### src/design/ubr_pkg.sv
// package: register map, reset values, carriers and states of the uart block
`default_nettype none
package ubr_pkg;

  // ----------------------------------------
  // byte offsets
  // ----------------------------------------
  localparam logic [2:0] OFS_DATA  = 3'h0;
  localparam logic [2:0] OFS_DIVH  = 3'h1;
  localparam logic [2:0] OFS_LFMT  = 3'h3;
  localparam logic [2:0] OFS_MCTL  = 3'h4;
  localparam logic [2:0] OFS_LCOND = 3'h5;
  localparam logic [2:0] OFS_MSIG  = 3'h6;
  localparam logic [2:0] OFS_SCR   = 3'h7;

  // ----------------------------------------
  // fields, reset values, counts
  // ----------------------------------------
  localparam int         MC_DTR     = 0;
  localparam int         MC_RTS     = 1;
  localparam int         MC_LOOP    = 4;
  localparam int         SCR_NINTH  = 0;
  localparam logic [7:0] LFMT_RST   = 8'h03;
  localparam logic [7:0] BYTE_ZERO  = 8'h00;
  localparam logic [15:0] DIV_RST   = 16'h0001;
  localparam logic [15:0] DIV_ONE   = 16'h0001;
  localparam logic [4:0] OS_NORMAL  = 5'h10;
  localparam logic [4:0] PRE_NORMAL = 5'h01;
  localparam logic [3:0] DATA_MIN   = 4'h5;
  localparam int         FIFO_DEPTH_DEF = 32;
  localparam int         FIFO_WIDTH = 9;

  // ----------------------------------------
  // types
  // ----------------------------------------
  typedef enum logic [2:0] {
    ST_IDLE  = 3'h0,
    ST_START = 3'h1,
    ST_DATA  = 3'h3,
    ST_PAR   = 3'h2,
    ST_STOP  = 3'h6
  } ubr_state_e;

  typedef struct packed {
    logic       dlab;
    logic       brk;
    logic       force_par;
    logic       even;
    logic       par_en;
    logic       two_stop;
    logic [1:0] len;
  } ubr_lfmt_s;

  typedef struct packed {
    logic [2:0] addr;
    logic       wr;
    logic       rd;
    logic [7:0] wdata;
  } ubr_host_s;

  typedef struct packed {
    logic dcd;
    logic ri;
    logic dsr;
    logic cts;
  } ubr_modem_s;

endpackage : ubr_pkg
`default_nettype wire

### src/design/ubr_fifo.sv
// file: transmit fifo with registered read data
`timescale 1ns/1ns
`default_nettype none
module ubr_fifo #(
  parameter int WIDTH = 9,
  parameter int DEPTH = 32
) (
  input  wire logic             clk_i,       // clock
  input  wire logic             rst_i,       // sync reset
  input  wire logic             in_valid_i,  // write request
  input  wire logic [WIDTH-1:0] in_data_i,   // write word
  output logic                  in_ready_o,  // room left
  output logic                  out_valid_o, // word waiting
  output logic      [WIDTH-1:0] out_data_o,  // registered word
  input  wire logic             out_ready_i, // word taken
  output logic                  empty_o      // nothing held
);
  // depth must be a power of two so the pointers wrap
  localparam int AW = $clog2(DEPTH);

  logic [WIDTH-1:0] mem_q [DEPTH];
  logic [AW-1:0]    wr_q;
  logic [AW-1:0]    rd_q;
  logic [AW:0]      cnt_q;
  logic             push;
  logic             load;

  assign in_ready_o  = cnt_q != (AW+1)'(DEPTH);
  assign push        = in_valid_i && in_ready_o;
  assign load        = (cnt_q != '0) && (!out_valid_o || out_ready_i);
  assign empty_o     = (cnt_q == '0) && !out_valid_o;

  always_ff @(posedge clk_i) begin
    if (push)
    begin
      mem_q[wr_q] <= in_data_i;
    end
  end

  always_ff @(posedge clk_i) begin
    if (rst_i)
    begin
      wr_q  <= '0;
      rd_q  <= '0;
      cnt_q <= '0;
    end
    else
    begin
      wr_q  <= wr_q + AW'(push);
      rd_q  <= rd_q + AW'(load);
      cnt_q <= cnt_q + (AW+1)'(push) - (AW+1)'(load);
    end
  end

  always_ff @(posedge clk_i) begin
    if (rst_i)
    begin
      out_valid_o <= 1'b0;
      out_data_o  <= '0;
    end
    else if (load)
    begin
      out_valid_o <= 1'b1;
      out_data_o  <= mem_q[rd_q];
    end
    else if (out_ready_i)
    begin
      out_valid_o <= 1'b0;
    end
  end

endmodule : ubr_fifo
`default_nettype wire

### src/design/ubr_uart_core.sv
// file: uart register file, baud generator and serial engine
//
// Overview of operation
// - offset 0 writes transmit byte, reads received byte while divisor access off
// - with divisor access on, offset 0 is the divisor low byte
// - with divisor access on, offset 1 is the divisor high byte
// - offset 3 holds length, stop, parity, odd/even, forced parity, break, divisor access
// - offset 7 is a scratch byte with no effect on the line outside nine-bit mode
// - nine-bit mode: offset 7 bit 0 sends ninth bit, offset 5 reports it
// - reference divided by divisor gives sample clock at sixteen times bit rate
// - enhanced clocking: samples per bit, prescaler and divisor set the rate
// - bit rate is reference over sample count, prescaler and divisor
`timescale 1ns/1ns
`default_nettype none
module ubr_uart_core
  import ubr_pkg::*;
#(
  parameter int FIFO_DEPTH = FIFO_DEPTH_DEF
) (
  input  wire logic       ref_clk_i,      // 100 MHz reference
  input  wire logic       rst_i,          // sync reset, high
  input  wire ubr_host_s  host_i,         // host byte access
  output logic [7:0]      rdata_o,        // read data
  output logic            tx_ready_o,     // transmit buffer has room
  input  wire logic       nine_bit_i,     // nine-bit data mode
  input  wire logic       enh_clk_i,      // enhanced clocking mode
  input  wire logic [3:0] sample_count_i, // samples per bit, 0 = 16
  input  wire logic [4:0] prescale_i,     // prescaler, 0 = 1
  input  wire logic       rx_i,           // serial in
  input  wire ubr_modem_s modem_i,        // modem inputs
  output logic            tx_o,           // serial out
  output logic            rts_o,          // request to send
  output logic            dtr_o           // terminal ready
);

  // ----------------------------------------
  // declarations
  // ----------------------------------------
  ubr_lfmt_s  lfmt_q;
  logic [15:0] div_q;
  logic [7:0]  mctl_q;
  logic [7:0]  scr_q;
  logic [7:0]  rd_mux;
  logic        rx_meta_q;
  logic        rx_sync_q;
  ubr_modem_s  modem_meta_q;
  ubr_modem_s  modem_sync_q;
  ubr_modem_s  modem_prev_q;
  logic [3:0]  delta_q;
  logic [3:0]  chg;
  logic        wr_txh;
  logic        rd_rxh;
  logic        rd_lcond;
  logic        rd_msig;
  logic [4:0]  os_w;
  logic [4:0]  os_half_w;
  logic [4:0]  pre_w;
  logic [15:0] div_w;
  logic [20:0] period_w;
  logic [20:0] pre_cnt_q;
  logic [4:0]  samp_cnt_q;
  logic        samp_tick;
  logic        bit_tick;
  logic [3:0]  nbits_w;
  logic        fifo_vld;
  logic [8:0]  fifo_dat;
  logic        fifo_empty;
  logic        tx_take;
  logic        tx_last;
  ubr_state_e  tx_st_q;
  logic [7:0]  tx_sh_q;
  logic        tx_ninth_q;
  logic        tx_par_q;
  logic [3:0]  tx_cnt_q;
  logic        tx_line_q;
  logic        par_bit;
  ubr_state_e  rx_st_q;
  logic [7:0]  rx_sh_q;
  logic [4:0]  rx_smp_q;
  logic [3:0]  rx_cnt_q;
  logic        rx_par_q;
  logic        rx_pbit_q;
  logic        rx_in;
  logic        rx_done;
  logic        rx_full;
  logic        rx_pe;
  logic        rx_fe;
  logic        rx_bi;
  logic        rx_exp;
  logic        rx_store;
  logic [7:0]  rx_data_q;
  logic        rx_ninth_q;
  logic        rx_valid_q;
  logic        ovr_q;
  logic        pe_q;
  logic        fe_q;
  logic        bi_q;
  logic        err_q;
  logic        txh_empty;
  logic        tx_empty;

  // ----------------------------------------
  // host decode and registers
  // ----------------------------------------
  assign wr_txh   = host_i.wr && host_i.addr == OFS_DATA && !lfmt_q.dlab;
  assign rd_rxh   = host_i.rd && host_i.addr == OFS_DATA && !lfmt_q.dlab;
  assign rd_lcond = host_i.rd && host_i.addr == OFS_LCOND;
  assign rd_msig  = host_i.rd && host_i.addr == OFS_MSIG;

  always_ff @(posedge ref_clk_i) begin
    if (rst_i)
    begin
      lfmt_q <= LFMT_RST;
      div_q  <= DIV_RST;
      mctl_q <= BYTE_ZERO;
      scr_q  <= BYTE_ZERO;
    end
    else if (host_i.wr)
    begin
      case (host_i.addr)
        OFS_DATA:
          if (lfmt_q.dlab) div_q[7:0] <= host_i.wdata;
        OFS_DIVH:
          if (lfmt_q.dlab) div_q[15:8] <= host_i.wdata;
        OFS_LFMT: lfmt_q <= host_i.wdata;
        OFS_MCTL: mctl_q <= host_i.wdata;
        OFS_SCR:  scr_q  <= host_i.wdata;
        default: ;
      endcase
    end
  end

  always_comb begin
    case (host_i.addr)
      OFS_DATA:  rd_mux = lfmt_q.dlab ? div_q[7:0] : rx_data_q;
      OFS_DIVH:  rd_mux = lfmt_q.dlab ? div_q[15:8] : BYTE_ZERO;
      OFS_LFMT:  rd_mux = lfmt_q;
      OFS_MCTL:  rd_mux = mctl_q;
      OFS_LCOND: rd_mux = {err_q & rx_valid_q, tx_empty, txh_empty, bi_q, fe_q,
                           nine_bit_i ? rx_ninth_q : pe_q, ovr_q, rx_valid_q};
      OFS_MSIG:  rd_mux = {modem_sync_q, delta_q};
      OFS_SCR:   rd_mux = scr_q;
      default:   rd_mux = BYTE_ZERO;
    endcase
  end

  always_ff @(posedge ref_clk_i) begin
    if (rst_i)
      rdata_o <= BYTE_ZERO;
    else if (host_i.rd)
      rdata_o <= rd_mux;
  end

  assign rts_o = mctl_q[MC_RTS];
  assign dtr_o = mctl_q[MC_DTR];

  // ----------------------------------------
  // pin synchronisers and modem flags
  // ----------------------------------------
  always_ff @(posedge ref_clk_i) begin
    if (rst_i)
    begin
      rx_meta_q    <= 1'b1;
      rx_sync_q    <= 1'b1;
      modem_meta_q <= '0;
      modem_sync_q <= '0;
      modem_prev_q <= '0;
    end
    else
    begin
      rx_meta_q    <= rx_i;
      rx_sync_q    <= rx_meta_q;
      modem_meta_q <= modem_i;
      modem_sync_q <= modem_meta_q;
      modem_prev_q <= modem_sync_q;
    end
  end

  // ri flags only its trailing edge
  assign chg = {modem_sync_q.dcd ^ modem_prev_q.dcd,
                modem_prev_q.ri & ~modem_sync_q.ri,
                modem_sync_q.dsr ^ modem_prev_q.dsr,
                modem_sync_q.cts ^ modem_prev_q.cts};

  always_ff @(posedge ref_clk_i) begin
    if (rst_i)
      delta_q <= '0;
    else
      delta_q <= chg | (delta_q & {4{~rd_msig}});
  end

  // ----------------------------------------
  // baud generator
  // ----------------------------------------
  assign os_w = (enh_clk_i && sample_count_i != '0) ? {1'b0, sample_count_i}
                                                    : OS_NORMAL;
  assign pre_w = (enh_clk_i && prescale_i != '0) ? prescale_i : PRE_NORMAL;
  assign div_w = (div_q == '0) ? DIV_ONE : div_q;
  assign period_w = {16'h0000, pre_w} * {5'h00, div_w};
  assign os_half_w = ((os_w >> 1) == '0) ? '0 : (os_w >> 1) - 5'h01;

  always_ff @(posedge ref_clk_i) begin
    if (rst_i)
      pre_cnt_q <= '0;
    else if (pre_cnt_q >= period_w - 21'h000001)
      pre_cnt_q <= '0;
    else
      pre_cnt_q <= pre_cnt_q + 21'h000001;
  end

  assign samp_tick = pre_cnt_q >= period_w - 21'h000001;

  always_ff @(posedge ref_clk_i) begin
    if (rst_i)
      samp_cnt_q <= '0;
    else if (samp_tick)
      samp_cnt_q <= (samp_cnt_q >= os_w - 5'h01) ? '0 : samp_cnt_q + 5'h01;
  end

  assign bit_tick = samp_tick && samp_cnt_q >= os_w - 5'h01;

  // ----------------------------------------
  // transmit buffer and transmitter
  // ----------------------------------------
  ubr_fifo #(
    .WIDTH (FIFO_WIDTH),
    .DEPTH (FIFO_DEPTH)
  ) u_tx_fifo (
    .clk_i       (ref_clk_i),
    .rst_i       (rst_i),
    .in_valid_i  (wr_txh),
    .in_data_i   ({nine_bit_i & scr_q[SCR_NINTH], host_i.wdata}),
    .in_ready_o  (tx_ready_o),
    .out_valid_o (fifo_vld),
    .out_data_o  (fifo_dat),
    .out_ready_i (tx_take),
    .empty_o     (fifo_empty)
  );

  assign nbits_w   = DATA_MIN + {2'b00, lfmt_q.len};
  assign tx_last   = tx_st_q == ST_STOP && (!lfmt_q.two_stop || tx_cnt_q != '0);
  assign tx_take   = bit_tick && fifo_vld && (tx_st_q == ST_IDLE || tx_last);
  assign txh_empty = fifo_empty;
  assign tx_empty  = fifo_empty && (tx_st_q == ST_IDLE);
  assign par_bit   = nine_bit_i ? tx_ninth_q :
                     lfmt_q.force_par ? ~lfmt_q.even :
                     lfmt_q.even ? tx_par_q : ~tx_par_q;

  always_ff @(posedge ref_clk_i) begin
    if (rst_i)
    begin
      tx_st_q    <= ST_IDLE;
      tx_sh_q    <= '0;
      tx_ninth_q <= 1'b0;
      tx_par_q   <= 1'b0;
      tx_cnt_q   <= '0;
      tx_line_q  <= 1'b1;
    end
    else if (tx_take)
    begin
      tx_st_q    <= ST_START;
      tx_sh_q    <= fifo_dat[7:0];
      tx_ninth_q <= fifo_dat[8];
      tx_line_q  <= 1'b0;
    end
    else if (bit_tick)
    begin
      case (tx_st_q)
        ST_IDLE: tx_line_q <= 1'b1;
        ST_START:
        begin
          tx_line_q <= tx_sh_q[0];
          tx_par_q  <= tx_sh_q[0];
          tx_sh_q   <= tx_sh_q >> 1;
          tx_cnt_q  <= '0;
          tx_st_q   <= ST_DATA;
        end
        ST_DATA:
          if (tx_cnt_q == nbits_w - 4'h1)
          begin
            tx_cnt_q <= '0;
            if (nine_bit_i || lfmt_q.par_en)
            begin
              tx_line_q <= par_bit;
              tx_st_q   <= ST_PAR;
            end
            else
            begin
              tx_line_q <= 1'b1;
              tx_st_q   <= ST_STOP;
            end
          end
          else
          begin
            tx_line_q <= tx_sh_q[0];
            tx_par_q  <= tx_par_q ^ tx_sh_q[0];
            tx_sh_q   <= tx_sh_q >> 1;
            tx_cnt_q  <= tx_cnt_q + 4'h1;
          end
        ST_PAR:
        begin
          tx_line_q <= 1'b1;
          tx_st_q   <= ST_STOP;
        end
        ST_STOP:
          if (tx_last)
            tx_st_q <= ST_IDLE;
          else
            tx_cnt_q <= tx_cnt_q + 4'h1;
        default: tx_st_q <= ST_IDLE;
      endcase
    end
  end

  // loopback keeps the pin idle; break holds it low
  always_ff @(posedge ref_clk_i) begin
    if (rst_i)
      tx_o <= 1'b1;
    else
      tx_o <= (tx_line_q | mctl_q[MC_LOOP]) & ~lfmt_q.brk;
  end

  // ----------------------------------------
  // receiver
  // ----------------------------------------
  assign rx_in   = mctl_q[MC_LOOP] ? tx_line_q : rx_sync_q;
  assign rx_full = samp_tick && rx_smp_q >= os_w - 5'h01;
  assign rx_done = rx_full && rx_st_q == ST_STOP;
  assign rx_exp  = lfmt_q.force_par ? ~lfmt_q.even :
                   lfmt_q.even ? rx_par_q : ~rx_par_q;
  assign rx_pe   = lfmt_q.par_en && !nine_bit_i && rx_pbit_q != rx_exp;
  assign rx_fe   = !rx_in;
  assign rx_bi   = !rx_in && rx_sh_q == '0 && !rx_pbit_q;

  always_ff @(posedge ref_clk_i) begin
    if (rst_i)
    begin
      rx_st_q   <= ST_IDLE;
      rx_sh_q   <= '0;
      rx_smp_q  <= '0;
      rx_cnt_q  <= '0;
      rx_par_q  <= 1'b0;
      rx_pbit_q <= 1'b0;
    end
    else if (samp_tick)
    begin
      rx_smp_q <= rx_full ? '0 : rx_smp_q + 5'h01;
      case (rx_st_q)
        ST_IDLE:
        begin
          rx_smp_q <= '0;
          if (!rx_in) rx_st_q <= ST_START;
        end
        ST_START:
          if (rx_smp_q >= os_half_w)
          begin
            rx_smp_q  <= '0;
            rx_sh_q   <= '0;
            rx_cnt_q  <= '0;
            rx_par_q  <= 1'b0;
            rx_pbit_q <= 1'b0;
            rx_st_q   <= rx_in ? ST_IDLE : ST_DATA;
          end
        ST_DATA:
          if (rx_full)
          begin
            rx_sh_q  <= {rx_in, rx_sh_q[7:1]};
            rx_par_q <= rx_par_q ^ rx_in;
            rx_cnt_q <= rx_cnt_q + 4'h1;
            if (rx_cnt_q == nbits_w - 4'h1)
              rx_st_q <= (nine_bit_i || lfmt_q.par_en) ? ST_PAR : ST_STOP;
          end
        ST_PAR:
          if (rx_full)
          begin
            rx_pbit_q <= rx_in;
            rx_st_q   <= ST_STOP;
          end
        ST_STOP:
          if (rx_full) rx_st_q <= ST_IDLE;
        default: rx_st_q <= ST_IDLE;
      endcase
    end
  end

  // ----------------------------------------
  // receive holding and line status
  // ----------------------------------------
  // a byte is kept only if the holding slot is free or being read
  assign rx_store = rx_done && (!rx_valid_q || rd_rxh);

  always_ff @(posedge ref_clk_i) begin
    if (rst_i)
    begin
      rx_data_q  <= '0;
      rx_ninth_q <= 1'b0;
      err_q      <= 1'b0;
    end
    else if (rx_store)
    begin
      rx_data_q  <= rx_sh_q >> (4'h8 - nbits_w);
      rx_ninth_q <= nine_bit_i & rx_pbit_q;
      err_q      <= rx_pe | rx_fe | rx_bi;
    end
  end

  // set wins over the read that clears
  always_ff @(posedge ref_clk_i) begin
    if (rst_i)
    begin
      rx_valid_q <= 1'b0;
      ovr_q      <= 1'b0;
      pe_q       <= 1'b0;
      fe_q       <= 1'b0;
      bi_q       <= 1'b0;
    end
    else
    begin
      rx_valid_q <= rx_store | (rx_valid_q & ~rd_rxh);
      ovr_q      <= (rx_done & rx_valid_q & ~rd_rxh) | (ovr_q & ~rd_lcond);
      pe_q       <= (rx_store & rx_pe) | (pe_q & ~rd_lcond);
      fe_q       <= (rx_store & rx_fe) | (fe_q & ~rd_lcond);
      bi_q       <= (rx_store & rx_bi) | (bi_q & ~rd_lcond);
    end
  end

  logic [20:0] gap_q;
  logic [4:0]  bs_q;
  logic [20:0] per_q;
  logic [4:0]  os_q;
  logic        gap_ok_q;
  logic        cfg_chg;

  assign cfg_chg = per_q != period_w || os_q != os_w;

  always_ff @(posedge ref_clk_i) begin
    if (rst_i)
    begin
      gap_q    <= '0;
      bs_q     <= '0;
      per_q    <= '0;
      os_q     <= '0;
      gap_ok_q <= 1'b0;
    end
    else
    begin
      gap_q    <= samp_tick ? '0 : gap_q + 21'h000001;
      bs_q     <= bit_tick ? '0 : bs_q + 5'(samp_tick);
      per_q    <= period_w;
      os_q     <= os_w;
      gap_ok_q <= (bit_tick | gap_ok_q) & ~cfg_chg;
    end
  end
endmodule : ubr_uart_core
`default_nettype wire

### config.mk
export PLATFORM = sky130hd
export DESIGN_NAME = ubr_uart_core
export DESIGN_NICKNAME = d
export VERILOG_FILES = /design/src/design/ubr_pkg.sv /design/src/design/ubr_fifo.sv /design/src/design/ubr_uart_core.sv
export SDC_FILE = /design/constraint.sdc
export NUM_CORES = 1
export LEC_CHECK = 0
export ABC_AREA = 0
export BUFFER_PORTS_ARGS = -buffer_cell sky130_fd_sc_hd__buf_2
export CAP_MARGIN = 25
export CORE_MARGIN = 8
export CORE_UTILIZATION = 30
export CTS_CLUSTER_DIAMETER = 50
export CTS_CLUSTER_SIZE = 10
export DETAILED_ROUTE_END_ITERATION = 10
export PLACE_DENSITY = 0.43
export SLEW_MARGIN = 25
export SYNTH_ARGS = -nofsm -noshare
export SYNTH_HDL_FRONTEND = slang
export SYNTH_SLANG_ARGS = --single-unit
export TNS_END_PERCENT = 10
### constraint.sdc
create_clock -name ref_clk_i -period 10.05 [get_ports ref_clk_i]
set_input_delay 1.005 -clock ref_clk_i [delete_from_list [all_inputs] [get_ports ref_clk_i]]
set_output_delay 1.005 -clock ref_clk_i [all_outputs]
set_load 0.02 [all_outputs]
## Yosys cells after proc, flatten, opt, wreduce, memory -nomap -nowiden

Memory sizes are Yosys's and may differ from the RTL's. A register that Yosys moved wholly into a read port is not among the register bits.
Cells that the tools add are included.

| word-level totals | value |
|---|---|
| memories kept | 1 |
| RAM bits | 288 |
| bits of input ports | 31 |
| register bits after elaboration | 165 |
| output and inout port bits | 12 |
| word-level logic and storage cells | 281 |

| operators by class | value |
|---|---|
| $mul | 1 |
| muxes and demuxes | 61 |
| reduce and logical (&&, ||, !) cells | 71 |
| shifts and indexed selects | 1 |
| order comparisons | 4 |
| add/subtract/negate cells | 15 |
| bitwise gates (word level) | 40 |
| equal/unequal tests | 32 |

Memory list:

| memory | depth | bits a word | read ports | clocked after memory_dff | write ports | RTL line | text |
|---|---|---|---|---|---|---|---|
| u_tx_fifo.mem_q | 32 | 9 | 1 | 1 | 1 | ubr_fifo.sv:21 | `logic [WIDTH-1:0] mem_q [DEPTH];` |

Operators by type and width:

| kind | number |
|---|---|
| two-way mux 8 bit | 7 |
| one-hot mux 8 bit (7 select lines) | 1 |
| one-hot mux 8 bit (2 select lines) | 2 |
| two-way mux 5 bit | 6 |
| one-hot mux 3 bit (5 select lines) | 2 |
| two-way mux 3 bit | 9 |
| AND reduction 4 bit | 6 |
| logical AND 1 bit | 23 |
| adder 21 x 1 -> 21 bit (second input constant) | 1 |
| >= comparator 21 bit | 1 |
| multiplier 5 x 16 -> 21 bit | 1 |
| two-way mux 1 bit | 21 |
| subtractor 21 x 1 -> 21 bit (second input constant) | 1 |
| inequality test 2 bit (second input constant) | 10 |
| equality test 3 bit (second input constant) | 6 |
| logical NOT 16 bit | 1 |
| two-way mux 16 bit | 1 |
| two-way mux 4 bit | 4 |
| AND 1 bit | 15 |
| equality test 3 x 2 -> 1 bit (second input constant) | 5 |
| >= comparator 5 bit | 3 |
| one-hot mux 4 bit (3 select lines) | 1 |
| nonzero test 4 bit | 3 |
| adder 5 x 1 -> 5 bit | 2 |
| 40 further kinds | 93 |

## Depth between registers and ports, before layout

| logic depth | value |
|---|---|
| depth after elaboration | 12 |
| gate-level depth with buffers | 37 |
| gate-level depth less buffers | 35 |

## Hierarchy

A second synthesis with hierarchy kept.

| second synthesis, totals | value |
|---|---|
| cell total of the unflattened synthesis | 2053 |
| area, all modules | 23319.9 sq um |

Modules (own cells, without submodules):

| module | area an instance (sq um) | times used | cells an instance | sequential area each (sq um) |
|---|---|---|---|---|
| ubr_fifo | 12588.3 | 1 | 758 | 9168.8 |
| ubr_uart_core | 10731.5 | 1 | 1295 | 2962.8 |

## Least setup slack after synthesis

No wires, ideal clock.

| path | value |
|---|---|
| path kind | input -> register |
| start point | in prescale_i[3] |
| end point | reg u_tx_fifo.cnt_q[4] |
| path slack | 2.352 ns |
| arrival time | 7.570 ns |
| path buffers | 2 |
| cell stages on the path | 36 |
| data required time | 9.922 ns |
| library setup time | 0.128 ns |
| cell sequence | nor4_1 > nor3b_1 > clkbuf_1 > nor2b_1 > fa_1 > fa_1 > inv_1 > fa_1 > inv_1 > ha_1 > nand3_1 > o211ai_1 > o2111ai_1 > a21boi_0 > o21bai_1 > a31oi_1 > xnor2_1 > ha_1 > a21oi_1 > o21ai_0 > a21oi_1 > a31oi_4 > buf_4 > a31oi_4 > nor2_8 > ha_1 > inv_1 > ha_1 > inv_1 > fa_1 > inv_1 > a21oi_1 > nor2_1 > nor2_1 > xor2_1 > nor2_1 |

| between the ends | value |
|---|---|
| longest elaborated chain between the ends | 12 |

RTL lines:

| element | RTL line | text |
|---|---|---|
| start, declared | ubr_uart_core.sv:28 | `input wire logic [4:0] prescale_i,` |
| nonzero test 5 bit | ubr_uart_core.sv:197 | `assign pre_w = (enh_clk_i && prescale_i != '0) ? prescale_i : PRE_NORMAL;` |
| logical AND 1 bit | ubr_uart_core.sv:197 |  |
| two-way mux 5 bit (*) | ubr_uart_core.sv:197 |  |
| multiplier 5 x 16 -> 21 bit (*) | ubr_uart_core.sv:199 | `assign period_w = {16'h0000, pre_w} * {5'h00, div_w};` |
| subtractor 21 x 1 -> 21 bit (*) | ubr_uart_core.sv:211 | `assign samp_tick = pre_cnt_q >= period_w - 21'h000001;` |
| >= comparator 21 bit (*) | ubr_uart_core.sv:211 |  |
| logical AND 1 bit (*) | ubr_uart_core.sv:220 | `assign bit_tick = samp_tick && samp_cnt_q >= os_w - 5'h01;` |
| logical AND 1 bit (*) (2 in series) | ubr_uart_core.sv:242 | `assign tx_take = bit_tick && fifo_vld && (tx_st_q == ST_IDLE \|\| tx_last);` |
| logical OR 1 bit (*) | ubr_fifo.sv:30 | `assign load = (cnt_q != '0) && (!out_valid_o \|\| out_ready_i);` |
| logical AND 1 bit (*) | ubr_fifo.sv:30 |  |
| named net u_tx_fifo.load | ubr_fifo.sv:26 | `logic load;` |
| subtractor 6 x 1 -> 6 bit (*) | ubr_fifo.sv:51 | `cnt_q <= cnt_q + (AW+1)'(push) - (AW+1)'(load);` |
| end signal, assigned | ubr_fifo.sv:51 |  |
| end, declared | ubr_fifo.sv:24 | `logic [AW:0] cnt_q;` |

Mark *: on every way through the listed nets, which the timed path passes. The rest lies on a longest branch.
A chain may end at the register's enable or synchronous reset.

## Worst setup path after layout

| path | value |
|---|---|
| start point | in enh_clk_i |
| end point | reg u_tx_fifo.cnt_q[4] |

| between the ends | value |
|---|---|
| longest elaborated chain between the ends | 11 |
| elaborated cells on any way between the ends | 15 |
| those cells by class | add/sub: 3; mul: 1; order compare: 2; mux: 2; reduce/logical: 7 |

RTL lines:

| element | RTL line | text |
|---|---|---|
| start, declared | ubr_uart_core.sv:26 | `input wire logic enh_clk_i,` |
| logical AND 1 bit | ubr_uart_core.sv:197 |  |
| two-way mux 5 bit | ubr_uart_core.sv:197 |  |
| multiplier 5 x 16 -> 21 bit | ubr_uart_core.sv:199 |  |
| subtractor 21 x 1 -> 21 bit | ubr_uart_core.sv:211 |  |
| >= comparator 21 bit | ubr_uart_core.sv:211 |  |
| logical AND 1 bit (*) | ubr_uart_core.sv:220 |  |
| logical AND 1 bit (*) (2 in series) | ubr_uart_core.sv:242 |  |
| logical OR 1 bit (*) | ubr_fifo.sv:30 |  |
| logical AND 1 bit (*) | ubr_fifo.sv:30 |  |
| named net u_tx_fifo.load | ubr_fifo.sv:26 |  |
| subtractor 6 x 1 -> 6 bit (*) | ubr_fifo.sv:51 |  |

Marked as above.

==> metrics.md <==
| Metric | Value |
|---|---|
| Reg2reg path depth | 31 |
| Post-Route WL | 57.5 mm |
| Worst path max stage delay | 0.91 ns |
| Die W | 292 um |
| Hold Path Class | reg -> reg |
| Initial Utilization | 30.2% |
| Top-area cell type share of the netlist area | 37.9% |
| Clk_lat worst skew | 0.62 ns |
| Total CTS buffers | 71 |
| Critical Path Start Type | primary input |
| Boundary Pins | 43 |
| Final setup violation count | 0 |
| Setup ws final | 1.74 ns |
| Worst Setup SP | enh_clk_i |
| Port bufs | 42 |
| Critical setup path kind | in -> reg |
| Clock sinks | 462 |
| Crit path to | u_tx_fifo.cnt_q[4] |
| Fin Setup TNS | 0 ns |
| Power Dens Cells | 201 nW/um^2 |
| Area contributors post-synth | edfxtp_1, dfxtp_1, mux4_2 |
| CTS Root Cell | clkbuf_16 |
| Placed Instances | 2787 |
| Flops & latches, synth | 462 |
| Global-route wire length before repair | 88.5 mm |
| Avg WL per Cell | 19.7 um |
| Final Non-Filler Cells | 2914 |
| Tcrit/Tclk final | 82.7% |
| Reg-to-reg endpoint | u_tx_fifo.cnt_q[5] |
| Seq/Total Area, Yosys | 53.1% |
| Share of cells above drive strength 1 | 15.5% |
| Via Count | 14300 |
| Post-CTS resize count | 0 |
| CORE AREA | 75700 sq um |
| Postcts setup bufs | 0 |
| Iter 0 DRT Violations | 814 |
| DIE HEIGHT | 292 um |
| Max Cap Viol | 0 |
| Final min period | 8.31 ns |
| Via-per-instance ratio | 4.90 |
| Die ar. | 85200 sq um |
| Status | completed |
| Worst-path fanout max | 44 |
| Required @ worst endpoint | 10.54 ns |
| Commonest non-fill, non-tap cells in the layout | edfxtp_1, dfxtp_1, nand2_1 |
| Post-synth EDFFs | 288 |
| Cell count after synthesis | 1842 |
| CTS tree | built |
| Maximum clock rate | 120 MHz |
| FF-to-FF Start | div_q[13] |
| Routability Congestion | 0.767 |
| RSZ-0062 raised after global routing | false |
| Congestion Overflow GR | 0 |
| WHS | 0.423 ns |
| WP data arrival | 8.80 ns |
| Total GRT Usage | 13.3% |
| NumNets Final | 2058 |
| Post-synth ARST share | 0% |
| Leakage | 9.55 nW |
| CP max stage cell | nor3b_2 |
| Worst-Margin Slew | 1.07 ns |
| Rel. slew slack | 28.6% |
| Synthesized area | 22800 sq um |
| Worst Skew | 0.0679 ns |
| Reg2reg setup slack | 2.49 ns |
| Initial antenna violation count | 1 |
| Yosys warnings | 0 |
| Crit. End Element | flop |
| Vias in the first global route | 14500 |
| Pre-antenna DRT Iters | 5 |
| Hold buffer count at cts | 0 |
| CTS clk-pin slew, worst paths | 0.05 ns |
| Final slew viol count | 0 |
| Max Buffers Root-to-Sink | 3 |
| Total power | 5.33 mW |
| Residual DRC | 0 |
| Syn avg cell area | 12.4 sq um |
| Area Growth Syn to Fin | 15.7% |
| Most used cell, CP | inv_1 |
| Top_reg_cell synth | edfxtp_1 |
| Synth area leader | edfxtp_1 |
| DRT antenna net count | 0 |
| DP HPWL | 37.5 mm |
| Final Hold Fails | 0 |
| Cell Rows | 101 |
| Largest net degree at the start of global routing | 73 |
| Library cells used by synthesis | 80 |
| Worst IR drop on VDD | 0.171 mV |
| Worst slack at placement | 1.06 ns |
| Fillers | 7323 |
| Most common cell after layout, fill and taps aside | edfxtp_1 |
| CTS H-tree lvls | 3 |
[registers in the layout, summed over array words and instances (netlist names), 5 cells and up]
| register | cells |
|---|---|
| u_tx_fifo.mem_q | 288 |
| pre_cnt_q | 21 |
| div_q | 16 |
| u_tx_fifo.out_data_o | 9 |
| lfmt_q | 8 |
| mctl_q | 8 |
| rdata_o | 8 |
| rx_data_q | 8 |
| rx_sh_q | 8 |
| scr_q | 8 |
| tx_sh_q | 8 |
| u_tx_fifo.cnt_q | 6 |
| rx_smp_q | 5 |
| samp_cnt_q | 5 |
| u_tx_fifo.rd_q | 5 |
| u_tx_fifo.wr_q | 5 |
[how the worst min path moves through the flow]
| stage | start | slack (ns) | depth (start not counted) | endpoint |
|---|---|---|---|---|
| after floorplan | rx_meta_q | 0.39 | 1 | rx_sync_q |
| after global placement | rx_meta_q | 0.40 | 1 | rx_sync_q |
| after detailed placement | rx_meta_q | 0.41 | 1 | rx_sync_q |
| after CTS | rx_meta_q | 0.43 | 1 | rx_sync_q |
| after global routing | modem_meta_q[2] | 0.46 | 1 | modem_sync_q[2] |
| final | rx_meta_q | 0.42 | 1 | rx_sync_q |
[cell usage after synthesis (7+ instances only)]
| library cell | n |
|---|---|
| o211ai_1 | 10 |
| a21o_1 | 11 |
| o31ai_1 | 7 |
| a22oi_1 | 21 |
| nor2_1 | 142 |
| a31oi_1 | 9 |
| nand4_1 | 15 |
| fa_1 | 46 |
| buf_2 | 20 |
| a22o_1 | 9 |
| nand2_1 | 146 |
| buf_1 | 7 |
| mux2i_1 | 81 |
| o21ai_0 | 40 |
| clkbuf_1 | 52 |
| and2_1 | 11 |
| edfxtp_1 | 288 |
| a211oi_1 | 9 |
| xor2_1 | 33 |
| a21oi_1 | 92 |
| ha_1 | 99 |
| nor2b_1 | 48 |
| nand3b_1 | 7 |
| mux4_2 | 81 |
| inv_1 | 110 |
| or2_2 | 8 |
| or3_1 | 10 |
| nand2b_1 | 16 |
| nand3_1 | 58 |
| xnor2_1 | 26 |
| and3_1 | 38 |
| dfxtp_1 | 174 |
| mux2_2 | 13 |
| nor3_1 | 17 |
[metrics by stage]
stage               area, sq um  utilization (%)
floorplan                 22800                -
global placement          24000             31.7
detailed placement        24000             31.7
CTS                       26400             34.9
global route              26400             34.9
finish                    26400             34.9
[worst max-delay path: cells and delay by family]
kind            cells  cell delay (ns)
simple gates        6             1.38
xor+xnor            2             0.26
buf+inv             6             0.77
compound gates     12             2.35
fa+ha+maj           8             3.01
[power by group]
| group | switching [mW] | total [mW] | internal [mW] |
|---|---|---|---|
| Combinational | 0.366 | 0.717 | 0.351 |
| Clock | 0.937 | 2.47 | 1.53 |
| Sequential | 0.0855 | 2.14 | 2.05 |
| Total | 1.39 | 5.33 | 3.94 |
[per-layer routing]
layer / GRT usage, % / vias to the layer above / share of wire, %
met1: 18.6 / 7137 / 49
li1: - / 6825 / -
met5: 0 / - / 0.023
met4: 3.53 / 2 / 2.0
met3: 2.33 / 92 / 3.4
met2: 21.1 / 216 / 46
[cells by family (layout without fill, tap and decap cells)]
kind of cell,Yosys count,after routing,share of synthesized area (%)
multiplexers,175,175,12.2
AO/OA/AOI/OAI,258,258,7.65
other,1,3,0.0164
XOR/XNOR,59,59,2.26
AND/OR/NAND/NOR,547,547,11.9
buffers and inverters,195,287,3.43
flip-flops,462,462,53.1
adder cells (fa/ha/maj),145,145,9.45
[layout make-up]
cell class              count  area, sq um  area share, %
clock inverters            34          480           1.82
clock buffers              92         1940           7.32
multi-input cells        1186         9960           37.7
flip-flops and latches    462        12100           45.9
well taps                 978         1220           4.63
diodes                      1         2.50        0.00947
inverters                 110          413           1.56
repair buffers             51          280           1.06
(Power assumes the default switching activity.)
